File: config.mk
export PLATFORM = sky130hd
export DESIGN_NAME = chdc_ctrl
export DESIGN_NICKNAME = d
export VERILOG_FILES = /design/src/chdc_pkg.sv /design/src/chdc_ctrl.sv
export SDC_FILE = /design/constraint.sdc
export NUM_CORES = 1
export LEC_CHECK = 0
export CORE_MARGIN = 10
export CORE_UTILIZATION = 30
export CTS_CLUSTER_SIZE = 16
export DETAILED_ROUTE_END_ITERATION = 10
export DONT_BUFFER_PORTS = 1
export GPL_ROUTABILITY_DRIVEN = 0
export SLEW_MARGIN = 30
export SYNTH_ARGS = -nofsm -noshare
export SYNTH_HDL_FRONTEND = slang
export SYNTH_SLANG_ARGS = --single-unit
File: constraint.sdc
create_clock -name pclk -period 6.86 [get_ports pclk]
set_input_delay 0.686 -clock pclk [delete_from_list [all_inputs] [get_ports pclk]]
set_output_delay 0.686 -clock pclk [all_outputs]
set_load 0.005 [all_outputs]
File: src/chdc_pkg.sv
// constants shared by the card command/data controller
package chdc_pkg;
	// register byte offsets
	localparam logic [7:0] OFS_CTRL0 = 8'h00;
	localparam logic [7:0] OFS_CTRL1 = 8'h04;
	localparam logic [7:0] OFS_CTRL2 = 8'h08;
	localparam logic [7:0] OFS_STAT  = 8'h0c;
	localparam logic [7:0] OFS_IRQ   = 8'h10;
	localparam logic [7:0] OFS_CMD   = 8'h14;
	localparam logic [7:0] OFS_DATA  = 8'h18;
	localparam logic [7:0] OFS_CLK   = 8'h1c;
	// card_control_0 bits
	localparam int B_RESPONSE_CHECK_DISABLE = 0;
	localparam int B_RESPONSE_SIZE_SELECT   = 1;
	localparam int B_DATA_FORMAT_SELECT   = 2;
	localparam int B_MBLK   = 3;
	localparam int B_CMD_TX_PTR_RESET  = 4;
	localparam int B_CMD_RX_PTR_RESET  = 5;
	localparam int B_DATA_TX_PTR_RESET  = 6;
	localparam int B_DATA_RX_PTR_RESET  = 7;
	// card_control_1 bits
	localparam int B_CSTART = 0;
	localparam int B_DSTART = 1;
	localparam int B_RESPONSE_EXPECTED = 2;
	localparam int B_DIR    = 3;
	localparam int B_BLEN   = 4;
	// card_control_2 bits
	localparam int B_CCR    = 0;
	localparam int B_WDLY   = 1;
	// token sizes and timing
	localparam int CMD_BYTES  = 5;
	localparam int TOK_BITS   = 48;
	localparam int RSP_LONG   = 136;
	localparam int HALF_DEPTH = 8;
	localparam int BLEN_MAX   = 11;
	localparam int WDLY_BASE  = 3;
	localparam int WDLY_STEP  = 2;
	localparam logic [6:0]  CRC7_POLY  = 7'h09;
	localparam logic [15:0] CRC16_POLY = 16'h1021;
	localparam logic [2:0]  TOK_OK     = 3'h2;
	localparam logic [7:0]  RST_CTRL0  = 8'h02;
endpackage

File: src/chdc_ctrl.sv
// card command line and data line controller with apb registers
// Contract
// - check disable skips response crc7 check
// - lock command fifo while command sends
// - command end sets command done flag
// - tx pointer reset aborts command loading
// - response end sets response done flag
// - format ok on length+end bit; crc status
// - response status cleared on send, set after
// - rx pointer reset restarts response reading
// - sixteen byte fifo as two halves
// - data pointer resets abort transfer anytime
// - half empty and half full flags
// - stream or block, single or multi
// - block length two to the code
// - data waits for good response, not busy
// - write delay three plus two per step; later multi blocks wait three only
// - frame done after end bit or token
// - busy mirror and busy change flag
// - command token is forty-eight bits
// - card clock divides; zero stops it
// - reading flag register clears all flags
//
// Implementation choices: the APB slave port and the address map.
`timescale 1ns/1ps
module chdc_ctrl import chdc_pkg::*; #(
	parameter int DEPTH = 16
) (
	input  wire logic        pclk,
	input  wire logic        presetn,
	input  wire logic        psel,
	input  wire logic        penable,
	input  wire logic        pwrite,
	input  wire logic [7:0]  paddr,
	input  wire logic [31:0] pwdata,
	output logic      [31:0] prdata,
	output logic             pready,
	output logic             pslverr,
	output logic             card_clk,
	input  wire logic        cmd_in,
	output logic             cmd_out,
	output logic             cmd_oe,
	input  wire logic        dat_in,
	output logic             dat_out,
	output logic             dat_oe
);
	typedef enum logic [3:0] {
		C_IDLE = 4'b0001, C_SEND = 4'b0010, C_WAIT = 4'b0100, C_RECV = 4'b1000
	} chdc_cst_t;
	typedef enum logic [5:0] {
		D_IDLE = 6'b000001, D_ARM = 6'b000010, D_DLY = 6'b000100,
		D_SEND = 6'b001000, D_TOK = 6'b010000, D_BUSY = 6'b100000
	} chdc_dst_t;

	// serial crc steps; crc7 is shared by send and check paths, crc16 only sends
	function automatic logic [6:0] crc7(input logic [6:0] c, input logic b);
		crc7 = {c[5:0], 1'b0} ^ ((b ^ c[6]) ? CRC7_POLY : 7'h00);
	endfunction
	function automatic logic [15:0] crc16(input logic [15:0] c, input logic b);
		crc16 = {c[14:0], 1'b0} ^ ((b ^ c[15]) ? CRC16_POLY : 16'h0000);
	endfunction

	logic [7:0]  ctrl0_r, ctrl1_r, ctrl2_r, div_r;   // software registers
	logic [7:0]  irq_r;                               // sticky event flags
	logic [7:0]  dcnt_r;                              // divider count
	logic        cm1_r, cm2_r, dm1_r, dm2_r;          // pin synchronisers
	logic        cstart_q, dstart_q;                  // start bit history
	logic [7:0]  cq [CMD_BYTES];                      // command tx fifo
	logic [2:0]  cwp_r;                               // its write pointer
	logic        lock_r;                              // command fifo lock
	logic        cpend_r;                             // start seen, waiting for tick
	chdc_cst_t   cst_r;                               // command fsm
	logic [47:0] csr_r;                               // outgoing token
	logic [7:0]  cbit_r;                              // token bit counter
	logic [6:0]  ccrc_r;                              // crc7 accumulator
	logic [135:0] rsp_r;                              // received response
	logic [4:0]  crp_r;                               // response read ptr
	logic        rfok_r, rcok_r, rdone_r;             // response status
	logic [7:0]  dq [DEPTH];                          // data fifo store
	logic [3:0]  wp_r, rp_r;                          // hidden data pointers
	logic [3:0]  hcnt_r [2];                          // fill per half
	chdc_dst_t   dst_r;                               // data fsm
	logic [1:0]  dph_r;                               // start/data/crc/end
	logic [2:0]  dbit_r;                              // bit within byte
	logic [11:0] dbyte_r;                             // bytes sent in block
	logic [3:0]  c16n_r;                              // crc16 bit count
	logic [7:0]  dsr_r;                               // data byte shifter
	logic [15:0] dcrc_r;                              // crc16 accumulator
	logic [3:0]  tok_r;                               // crc status token
	logic [2:0]  tokn_r;                              // token bits taken
	logic [4:0]  dly_r;                               // write delay count
	logic        dfok_r, dcok_r, busy_r;              // data status

	// bus decode, the slave always answers in the access cycle
	wire acc  = psel && penable;
	wire wr   = acc && pwrite;
	wire rd   = acc && !pwrite;
	wire hit  = (paddr[1:0] == 2'b00) && (paddr <= OFS_CLK);
	wire wr0  = wr && paddr == OFS_CTRL0;
	wire wr1  = wr && paddr == OFS_CTRL1;
	wire wr2  = wr && paddr == OFS_CTRL2;
	wire wrc  = wr && paddr == OFS_CMD;
	wire wrd  = wr && paddr == OFS_DATA;
	wire rdi  = rd && paddr == OFS_IRQ;
	wire rdc  = rd && paddr == OFS_CMD;
	wire rdd  = rd && paddr == OFS_DATA;
	assign pready  = 1'b1;
	assign pslverr = acc && !hit;

	// card clock: low half then high half of each divided period
	wire tick = (div_r != 8'h00) && (dcnt_r == div_r - 8'h01);
	always_ff @(posedge pclk or negedge presetn) begin
		if (!presetn) begin
			dcnt_r   <= 8'h00;
			card_clk <= 1'b0;
		end else begin
			dcnt_r   <= (tick || div_r == 8'h00) ? 8'h00 : dcnt_r + 8'h01;
			card_clk <= (div_r != 8'h00) && !tick && (dcnt_r + 8'h01 >= (div_r >> 1));
		end
	end

	// pins pass two flops; only the second stage is ever read
	always_ff @(posedge pclk or negedge presetn) begin
		if (!presetn) begin
			{cm1_r, cm2_r, dm1_r, dm2_r} <= 4'hf;
		end else begin
			{cm1_r, cm2_r, dm1_r, dm2_r} <= {cmd_in, cm1_r, dat_in, dm1_r};
		end
	end

	// software registers
	always_ff @(posedge pclk or negedge presetn) begin
		if (!presetn) begin
			ctrl0_r <= RST_CTRL0;
			ctrl1_r <= 8'h00;
			ctrl2_r <= 8'h00;
			div_r   <= 8'h00;
		end else begin
			if (wr0) ctrl0_r <= pwdata[7:0];
			if (wr1) ctrl1_r <= pwdata[7:0];
			if (wr2) ctrl2_r <= pwdata[7:0];
			if (wr && paddr == OFS_CLK) div_r <= pwdata[7:0];
		end
	end

	wire command_controller_reset      = ctrl2_r[B_CCR];
	wire cgo      = ctrl1_r[B_CSTART] && !cstart_q;
	wire dgo      = ctrl1_r[B_DSTART] && !dstart_q;
	wire rsp48    = ctrl0_r[B_RESPONSE_SIZE_SELECT];
	wire [7:0] rlen = rsp48 ? 8'(TOK_BITS) : 8'(RSP_LONG);
	wire cwr_ok   = wrc && !lock_r && cwp_r < 3'(CMD_BYTES);
	wire cmd_end  = cst_r == C_SEND && tick && cbit_r == 8'(TOK_BITS - 1);
	wire rsp_end  = cst_r == C_RECV && tick && cbit_r == rlen - 8'h01;

	// command tx fifo and token sender
	always_ff @(posedge pclk) begin
		if (cwr_ok) cq[cwp_r] <= pwdata[7:0];
	end
	always_ff @(posedge pclk or negedge presetn) begin
		if (!presetn) begin
			cwp_r    <= 3'h0;
			cstart_q <= 1'b0;
			lock_r   <= 1'b0;
			cpend_r  <= 1'b0;
			cst_r    <= C_IDLE;
			csr_r    <= '1;
			cbit_r   <= 8'h00;
			ccrc_r   <= 7'h00;
		end else begin
			cstart_q <= ctrl1_r[B_CSTART];
			if (ctrl0_r[B_CMD_TX_PTR_RESET]) cwp_r <= 3'h0;
			else if (cwr_ok) cwp_r <= cwp_r + 3'h1;
			if (command_controller_reset) begin
				// controller reset drops any frame in flight
				cst_r   <= C_IDLE;
				lock_r  <= 1'b0;
				cpend_r <= 1'b0;
				csr_r   <= '1;
			end else begin
				case (cst_r)
					C_IDLE: if (cgo) begin
						lock_r  <= 1'b1;
						cpend_r <= 1'b1;
					end else if (cpend_r && tick) begin
						// launch on a card clock boundary: the start bit gets a full period
						cpend_r <= 1'b0;
						cst_r  <= C_SEND;
						cbit_r <= 8'h00;
						ccrc_r <= 7'h00;
						csr_r  <= {2'b01, cq[0][5:0], cq[1], cq[2], cq[3], cq[4],
							8'hff};
					end
					C_SEND: if (tick) begin
						// crc over start..argument, then splice it in
						if (cbit_r < 8'd39) begin
							ccrc_r <= crc7(ccrc_r, csr_r[47]);
							csr_r  <= {csr_r[46:0], 1'b1};
						end else if (cbit_r == 8'd39) begin
							csr_r  <= {crc7(ccrc_r, csr_r[47]), 1'b1, 40'hff_ffff_ffff};
						end else begin
							csr_r  <= {csr_r[46:0], 1'b1};
						end
						cbit_r <= cbit_r + 8'h01;
						if (cmd_end) begin
							lock_r <= 1'b0;
							cst_r  <= ctrl1_r[B_RESPONSE_EXPECTED] ? C_WAIT : C_IDLE;
						end
					end
					C_WAIT: if (tick && !cm2_r) begin
						cst_r  <= C_RECV;
						cbit_r <= 8'h01;
						ccrc_r <= crc7(7'h00, 1'b0);
					end
					C_RECV: if (tick) begin
						cbit_r <= cbit_r + 8'h01;
						if (rlen - cbit_r > 8'd8 && (rsp48 || rlen - cbit_r <= 8'd128))
							ccrc_r <= crc7(ccrc_r, cm2_r);
						if (rsp_end) cst_r <= C_IDLE;
					end
					default: cst_r <= C_IDLE;
				endcase
			end
		end
	end
	assign cmd_out = csr_r[47];
	assign cmd_oe  = cst_r == C_SEND;

	// response capture, status and the read side of the command port
	wire [7:0] shamt = (rsp48 ? 8'd40 : 8'd128) - {crp_r, 3'b000};
	wire [135:0] rsh = rsp_r >> shamt;
	always_ff @(posedge pclk or negedge presetn) begin
		if (!presetn) begin
			rsp_r  <= '0;
			crp_r  <= 5'h00;
			rfok_r <= 1'b0;
			rcok_r <= 1'b0;
			rdone_r <= 1'b0;
		end else begin
			// the start bit is kept too, so the top byte reads back from bit 47, or from bit 135 for a long response
			if (tick && (cst_r == C_RECV || (cst_r == C_WAIT && !cm2_r)))
				rsp_r <= {rsp_r[134:0], cm2_r};
			if (ctrl0_r[B_CMD_RX_PTR_RESET] || rsp_end) crp_r <= 5'h00;
			else if (rdc) crp_r <= crp_r + 5'h01;
			if (cst_r == C_IDLE && cgo && !command_controller_reset) begin
				rfok_r  <= 1'b0;
				rcok_r  <= 1'b0;
				rdone_r <= 1'b0;
			end else if (rsp_end) begin
				rfok_r  <= cm2_r;
				rcok_r  <= ctrl0_r[B_RESPONSE_CHECK_DISABLE] || ccrc_r == rsp_r[6:0];
				rdone_r <= 1'b1;
			end
		end
	end
	wire rsp_good = rdone_r && rfok_r && rcok_r;

	// data fifo: two halves selected by the pointer top bit
	wire [11:0] blen   = 12'h001 << ctrl1_r[B_BLEN +: 4];
	wire        dptr_rst = ctrl0_r[B_DATA_TX_PTR_RESET] || ctrl0_r[B_DATA_RX_PTR_RESET];
	wire        push   = wrd && hcnt_r[wp_r[3]] != 4'(HALF_DEPTH);
	wire        dempty = hcnt_r[rp_r[3]] == 4'h0;
	wire        dload  = dst_r == D_SEND && tick && dph_r == 2'd1 &&
		dbit_r == 3'h0 && !dempty;
	wire        pop    = dload || (rdd && !dempty);
	always_ff @(posedge pclk) begin
		if (push) dq[wp_r] <= pwdata[7:0];
	end
	genvar h;
	generate
		for (h = 0; h < 2; h++) begin : g_half
			wire inc = push && wp_r[3] == h[0];
			wire dec = pop && rp_r[3] == h[0];
			// fill count per half gives the empty and full levels
			always_ff @(posedge pclk or negedge presetn) begin
				if (!presetn) hcnt_r[h] <= 4'h0;
				else if (dptr_rst) hcnt_r[h] <= 4'h0;
				else hcnt_r[h] <= hcnt_r[h] + {3'h0, inc} - {3'h0, dec};
			end
		end
	endgenerate
	always_ff @(posedge pclk or negedge presetn) begin
		if (!presetn) begin
			wp_r <= 4'h0;
			rp_r <= 4'h0;
		end else if (dptr_rst) begin
			wp_r <= 4'h0;
			rp_r <= 4'h0;
		end else begin
			if (push) wp_r <= wp_r + 4'h1;
			if (pop) rp_r <= rp_r + 4'h1;
		end
	end

	// data transmitter
	wire blk  = ctrl0_r[B_DATA_FORMAT_SELECT];
	wire last = blk && dbit_r == 3'h7 && dbyte_r + 12'h001 == blen;
	wire fdone = dst_r == D_TOK && tick && tokn_r == 3'h4;
	wire sdone = dst_r == D_SEND && tick && dph_r == 2'd3 && !blk;
	always_ff @(posedge pclk or negedge presetn) begin
		if (!presetn) begin
			dst_r <= D_IDLE; dph_r <= 2'd0; dbit_r <= 3'h0;
			dbyte_r <= 12'h000; c16n_r <= 4'h0; dsr_r <= 8'h00;
			dcrc_r <= 16'h0000; tok_r <= 4'h0; tokn_r <= 3'h0;
			dly_r <= 5'h00; dstart_q <= 1'b0; dat_out <= 1'b1;
			dfok_r <= 1'b0; dcok_r <= 1'b0; busy_r <= 1'b0;
		end else begin
			dstart_q <= ctrl1_r[B_DSTART];
			// busy mirrors the data line in the idle, arm and busy states
			if (tick && (dst_r == D_IDLE || dst_r == D_ARM || dst_r == D_BUSY))
				busy_r <= !dm2_r;
			if (dptr_rst) begin
				dst_r   <= D_IDLE;
				dat_out <= 1'b1;
			end else begin
				case (dst_r)
					D_IDLE: if (dgo && ctrl1_r[B_DIR]) dst_r <= D_ARM;
					D_ARM: if (rsp_good && !busy_r) begin
						dst_r <= D_DLY;
						dly_r <= 5'(WDLY_BASE) + 5'(WDLY_STEP) * {3'h0, ctrl2_r[B_WDLY +: 2]};
					end
					D_DLY: if (tick) begin
						dly_r <= dly_r - 5'h01;
						if (dly_r == 5'h01) begin
							dst_r <= D_SEND; dph_r <= 2'd0;
						end
					end
					D_SEND: if (tick) begin
						case (dph_r)
							2'd0: begin
								dat_out <= 1'b0;
								dcrc_r  <= 16'h0000;
								dbyte_r <= 12'h000;
								dbit_r  <= 3'h0;
								dph_r   <= 2'd1;
							end
							2'd1: if (dbit_r != 3'h0 || !dempty) begin
								dat_out <= dload ? dq[rp_r][7] : dsr_r[7];
								dsr_r   <= dload ? {dq[rp_r][6:0], 1'b0} : {dsr_r[6:0], 1'b0};
								dcrc_r  <= crc16(dcrc_r, dload ? dq[rp_r][7] : dsr_r[7]);
								dbit_r  <= dbit_r + 3'h1;
								if (dbit_r == 3'h7) dbyte_r <= dbyte_r + 12'h001;
								if (last) begin
									dph_r <= 2'd2; c16n_r <= 4'h0;
								end
							end else if (!blk) begin
								// a stream ends when software stops feeding it
								dat_out <= 1'b1;
								dph_r   <= 2'd3;
							end
							2'd2: begin
								dat_out <= dcrc_r[15];
								dcrc_r  <= {dcrc_r[14:0], 1'b0};
								c16n_r  <= c16n_r + 4'h1;
								if (c16n_r == 4'hf) dph_r <= 2'd3;
							end
							default: begin
								dat_out <= 1'b1;
								tokn_r  <= 3'h0;
								dst_r   <= blk ? D_TOK : D_IDLE;
							end
						endcase
					end
					D_TOK: if (tick && (tokn_r != 3'h0 || !dm2_r)) begin
						if (tokn_r != 3'h0) tok_r <= {tok_r[2:0], dm2_r};
						tokn_r <= tokn_r + 3'h1;
						if (fdone) begin
							dfok_r <= dm2_r;
							dcok_r <= {tok_r[1:0], tok_r[0]} == TOK_OK && tok_r[2:0] == TOK_OK;
							dst_r  <= D_BUSY;
						end
					end
					D_BUSY: if (tick && dm2_r) begin
						// multi-block goes on while data is waiting
						dst_r <= (ctrl0_r[B_MBLK] && !dempty) ? D_DLY : D_IDLE;
						dly_r <= 5'(WDLY_BASE);
					end
					default: dst_r <= D_IDLE;
				endcase
			end
		end
	end
	assign dat_oe = dst_r == D_SEND;

	// event flags; an event in the clearing read still lands
	logic busy_q, h1e_q, h2e_q, h1f_q, h2f_q;
	wire h1e = hcnt_r[0] == 4'h0;
	wire h2e = hcnt_r[1] == 4'h0;
	wire h1f = hcnt_r[0] == 4'(HALF_DEPTH);
	wire h2f = hcnt_r[1] == 4'(HALF_DEPTH);
	wire [7:0] fset = {busy_r != busy_q, h2f && !h2f_q, h1f && !h1f_q,
		h2e && !h2e_q, h1e && !h1e_q, fdone || sdone, rsp_end, cmd_end};
	always_ff @(posedge pclk or negedge presetn) begin
		if (!presetn) begin
			irq_r <= 8'h00;
			{busy_q, h1e_q, h2e_q, h1f_q, h2f_q} <= 5'b01100;
		end else begin
			{busy_q, h1e_q, h2e_q, h1f_q, h2f_q} <= {busy_r, h1e, h2e, h1f, h2f};
			irq_r <= (rdi ? 8'h00 : irq_r) | fset;
		end
	end

	// read mux
	wire [7:0] stat = {2'b00, busy_r, dcok_r, dfok_r, rcok_r, rfok_r, lock_r};
	always_comb begin
		case (paddr)
			OFS_CTRL0: prdata = {24'h0, ctrl0_r};
			OFS_CTRL1: prdata = {24'h0, ctrl1_r};
			OFS_CTRL2: prdata = {24'h0, ctrl2_r};
			OFS_STAT:  prdata = {24'h0, stat};
			OFS_IRQ:   prdata = {24'h0, irq_r};
			OFS_CMD:   prdata = {24'h0, rsh[7:0]};
			OFS_DATA:  prdata = {24'h0, dempty ? 8'h00 : dq[rp_r]};
			OFS_CLK:   prdata = {24'h0, div_r};
			default:   prdata = 32'h0;
		endcase
	end
endmodule

==> metrics.md <==
| Metric | Value |
|---|---|
| Core footprint | 80900 um2 |
| Top cells by area, synth | dfrtp_1 (30%), edfxtp_1 (20%), mux2_2 (7.8%), dfstp_2 (5.3%), mux4_2 (4.4%) |
| Vias in the first global route | approximately 16000 |
| Root Buffer | clkbuf_16 |
| Die Wd | about 310 um |
| Initial Util | 0.304 |
| Slew @ Worst Pin | around 0.96 ns |
| Clk buf depth | 3 |
| CP Capture Type | output pin |
| Worst Setup SP | rp_r[1]$_DFFE_PN0P_ |
| Initial antenna violation count | 0 |
| Startpoint Class | flip-flop |
| Sequential share of the synthesized area | 0.556 |
| Violated checks | negative hold slack |
| Dominant cell by count in the synthesized netlist | dfrtp_1 |
| Worst Path Max Fanout | 20 |
| Post-route cell area | 27600 um2 |
| Synth top area share | 0.300 |
| Global-route usage over all layers | 0.120 |
| GRT Residual Overflow | 0 |
| # port buffers | 0 |
| Die H | around 310 um |
| Worst slew margin | 0.362 |
| WL final | approximately 57000 um |
| TritonRoute pass-1 iters | 5 |
| Post-synth EDFFs | ~170 |
| Ant. Diodes | 0 |
| Detail Route Antenna Nets | 0 |
| Area post-placement | 25600 um2 |
| Sink Count | between 500 and 600 |
| H-tree depth | 2 |
| Fmax | around 200 MHz |
| Routed vias | between 15000 and 20000 |
| Worst path cell trace | and2_1, a221oi_1, a22oi_1, nand2_1, a221oi_1, o21ai_0 |
| Arrival time worst endpoint | around 4.3 ns |
| Cts repair resizes | 0 |
| Mapped Cells | ~2000 |
| DRC | 0 |
| Unique masters post-synth | 95 |
| Post-DP HPWL | ~38000 um |
| Area delta synth->final | 12.2% |
| Layout cells sized above 1 | 0.213 |
| Hold Slack | -0.156 ns |
| Die Area | 93800 um2 |
| Yosys top cell by area | dfrtp_1 |
| Crit-path max cell delay | between 0.9 and 1 ns |
| Via density | 5.12 |
| Mapped Area | about 25000 um2 |
| CP Class | reg2out |
| Max VDD drop | between 0.15 and 0.2 mV |
| Num CTS Buffers | 55 |
| Fin nets | around 2100 |
| Most used cell along the critical path | a221oi_1 |
| CP bufs+invs | 0 |
| Hold Vio Cnt, Final | a little under 300 |
| Final Util | 0.341 |
| Status | finished with violations |
| Post-CTS setup repair buffer count | 0 |
| Reg2reg start | div_r[1]$_DFFE_PN0P_ |
| Critical Path Slowest Stage Cell | dfrtp_1 |
| Yosys warns | 0 |
| Maxcap violations | 0 |
| Fin. max-slew vios | 0 |
| IO Pins | 86 |
| Storage element area | 13700 um2 |
| Std-Cell Rows | 104 |
| Worst path depth | 6 |
| Final Cycle Share | 0.719 |
| Fill count | slightly below 8000 |
| Pin count of the biggest net entering global routing | roughly 350 |
| Clock insertion delay at the later pin of the skew report | slightly above 0.6 ns |
| Data required, critical path | about 6 ns |
| Crit path max-delay family | compound AO/OA/AOI/OAI gates |
| CTS tree | yes |
| Footprint of the multi-input gates | about 10000 um2 |
| Clock Skews | approximately 0.042 ns |
| FF-to-FF path depth | 9 |
| Top_reg_cell synth | dfrtp_1 |
| P_leak | 11.1 nW |
| Ys async rst share | 0.675 |
| Setup TNS Final | 0 ns |
| Syn Area/Cell | around 12 um2 |
| Final setup violation count | 0 |
| Tmin final | around 4.9 ns |
| Top cells by count, synth | dfrtp_1 (295), mux2_2 (170), edfxtp_1 (166), nand2_1 (161), nor2_1 (136) |
| Clk slew on worst S/H paths | approximately 0.060 ns |
| First-pass GRT wire length | 91200 um |
| Drt first-iter violations | 1184 |
| Flops & latches, synth | 511 |
| Worst hold-check path type | in2async |
| Pwr Density | approximately 260 nW/um2 |
| DR WL/cell | ~19 um |
| RSZ-0062 raised after global routing | false |
==> layout by cell type, fill, tap and decap left out, drive strengths merged, types with 15 or more instances in the layout <==
cell type / instances
a21oi: 76
a221oi: 21
a22o: 21
a22oi: 19
clkbuf: 61
clkinv: 27
conb: 25
dfrtp: 295
dfstp: 50
edfxtp: 166
ha: 52
inv: 68
mux2: 172
mux2i: 57
mux4: 48
nand2: 161
nand2b: 15
nand3: 45
nand3b: 21
nor2: 137
nor3: 47
o21ai: 97
o22ai: 37
xnor2: 38
xor2: 24
==> kinds of logic after synthesis <==
logic type | after synthesis | synth area share
AO/OA/AOI/OAI | 377 | 0.103
XOR/XNOR | 63 | 0.0233
adder cells (fa/ha/maj) | 54 | 0.0281
buffers and inverters | 188 | 0.0344
flip-flops | 511 | 0.556
multiplexers | 277 | 0.146
other | 2 | 0.000305
AND/OR/NAND/NOR | 527 | 0.109
==> per-layer routing <==
metal  part of all wire  routed length [um]  vias to the layer above  track usage
li1                   -                   -                     7313            -
met1               0.44               25400                     7948        0.160
met2               0.46               26400                      433        0.190
met3              0.074                4240                       85       0.0325
met4              0.023                1310                        0       0.0353
met5                  0                   0                        -            0
==> per-stage QoR <==
stage | worst slack (ns) | hold WS, ns | power [mW] | std cells
global route | 1.79 | -0.186 | 7.42 | 3080
finish | 1.92 | -0.156 | 7.13 | 3080
CTS | 2.05 | -0.220 | 7.21 | 3080
detailed placement | 2.60 | 0.352 | 4.05 | 2977
floorplan | 3.25 | 0.345 | 3.90 | 2022
global placement | 2.55 | 0.347 | 4.03 | 2977
==> final cells by class <==
class                   count  area share
flip-flops and latches    511       0.496
multi-input cells        1323       0.373
clock buffers              61      0.0522
well taps                1060      0.0481
clock inverters            42      0.0180
inverters                  69     0.00939
repair buffers             14     0.00381
==> registers in the layout (all words and copies together) (netlist names), 8 cells and up <==
name	count
dcrc_r	16
ctrl0_r	8
div_r	8
dcnt_r	8
dq	128
irq_r	8
cbit_r	8
ctrl2_r	8
rsp_r	136
cq	38
ctrl1_r	8
hcnt_r	8
dbyte_r	12
csr_r	40
==> worst paths after layout <==
check	slack, ns	endpoint
min reg2reg	0.36	cm2_r$_DFF_PN1_
max reg2reg	2.74	rsp_r[106]$_DFFE_PN0P_
min	-0.16	rsp_r[20]$_DFFE_PN0P_
max in group asynchronous	6.30	dbyte_r[5]$_DFFE_PN0P_
max	1.92	prdata[3]
min in group pclk	0.09	cm1_r$_DFF_PN1_
==> power breakdown <==
part,internal [mW],switching [mW]
combinational,0.228,0.351
sequential,3.32,0.106
clock,1.86,1.27
No activity file was read; power rests on OpenSTA's default activity.
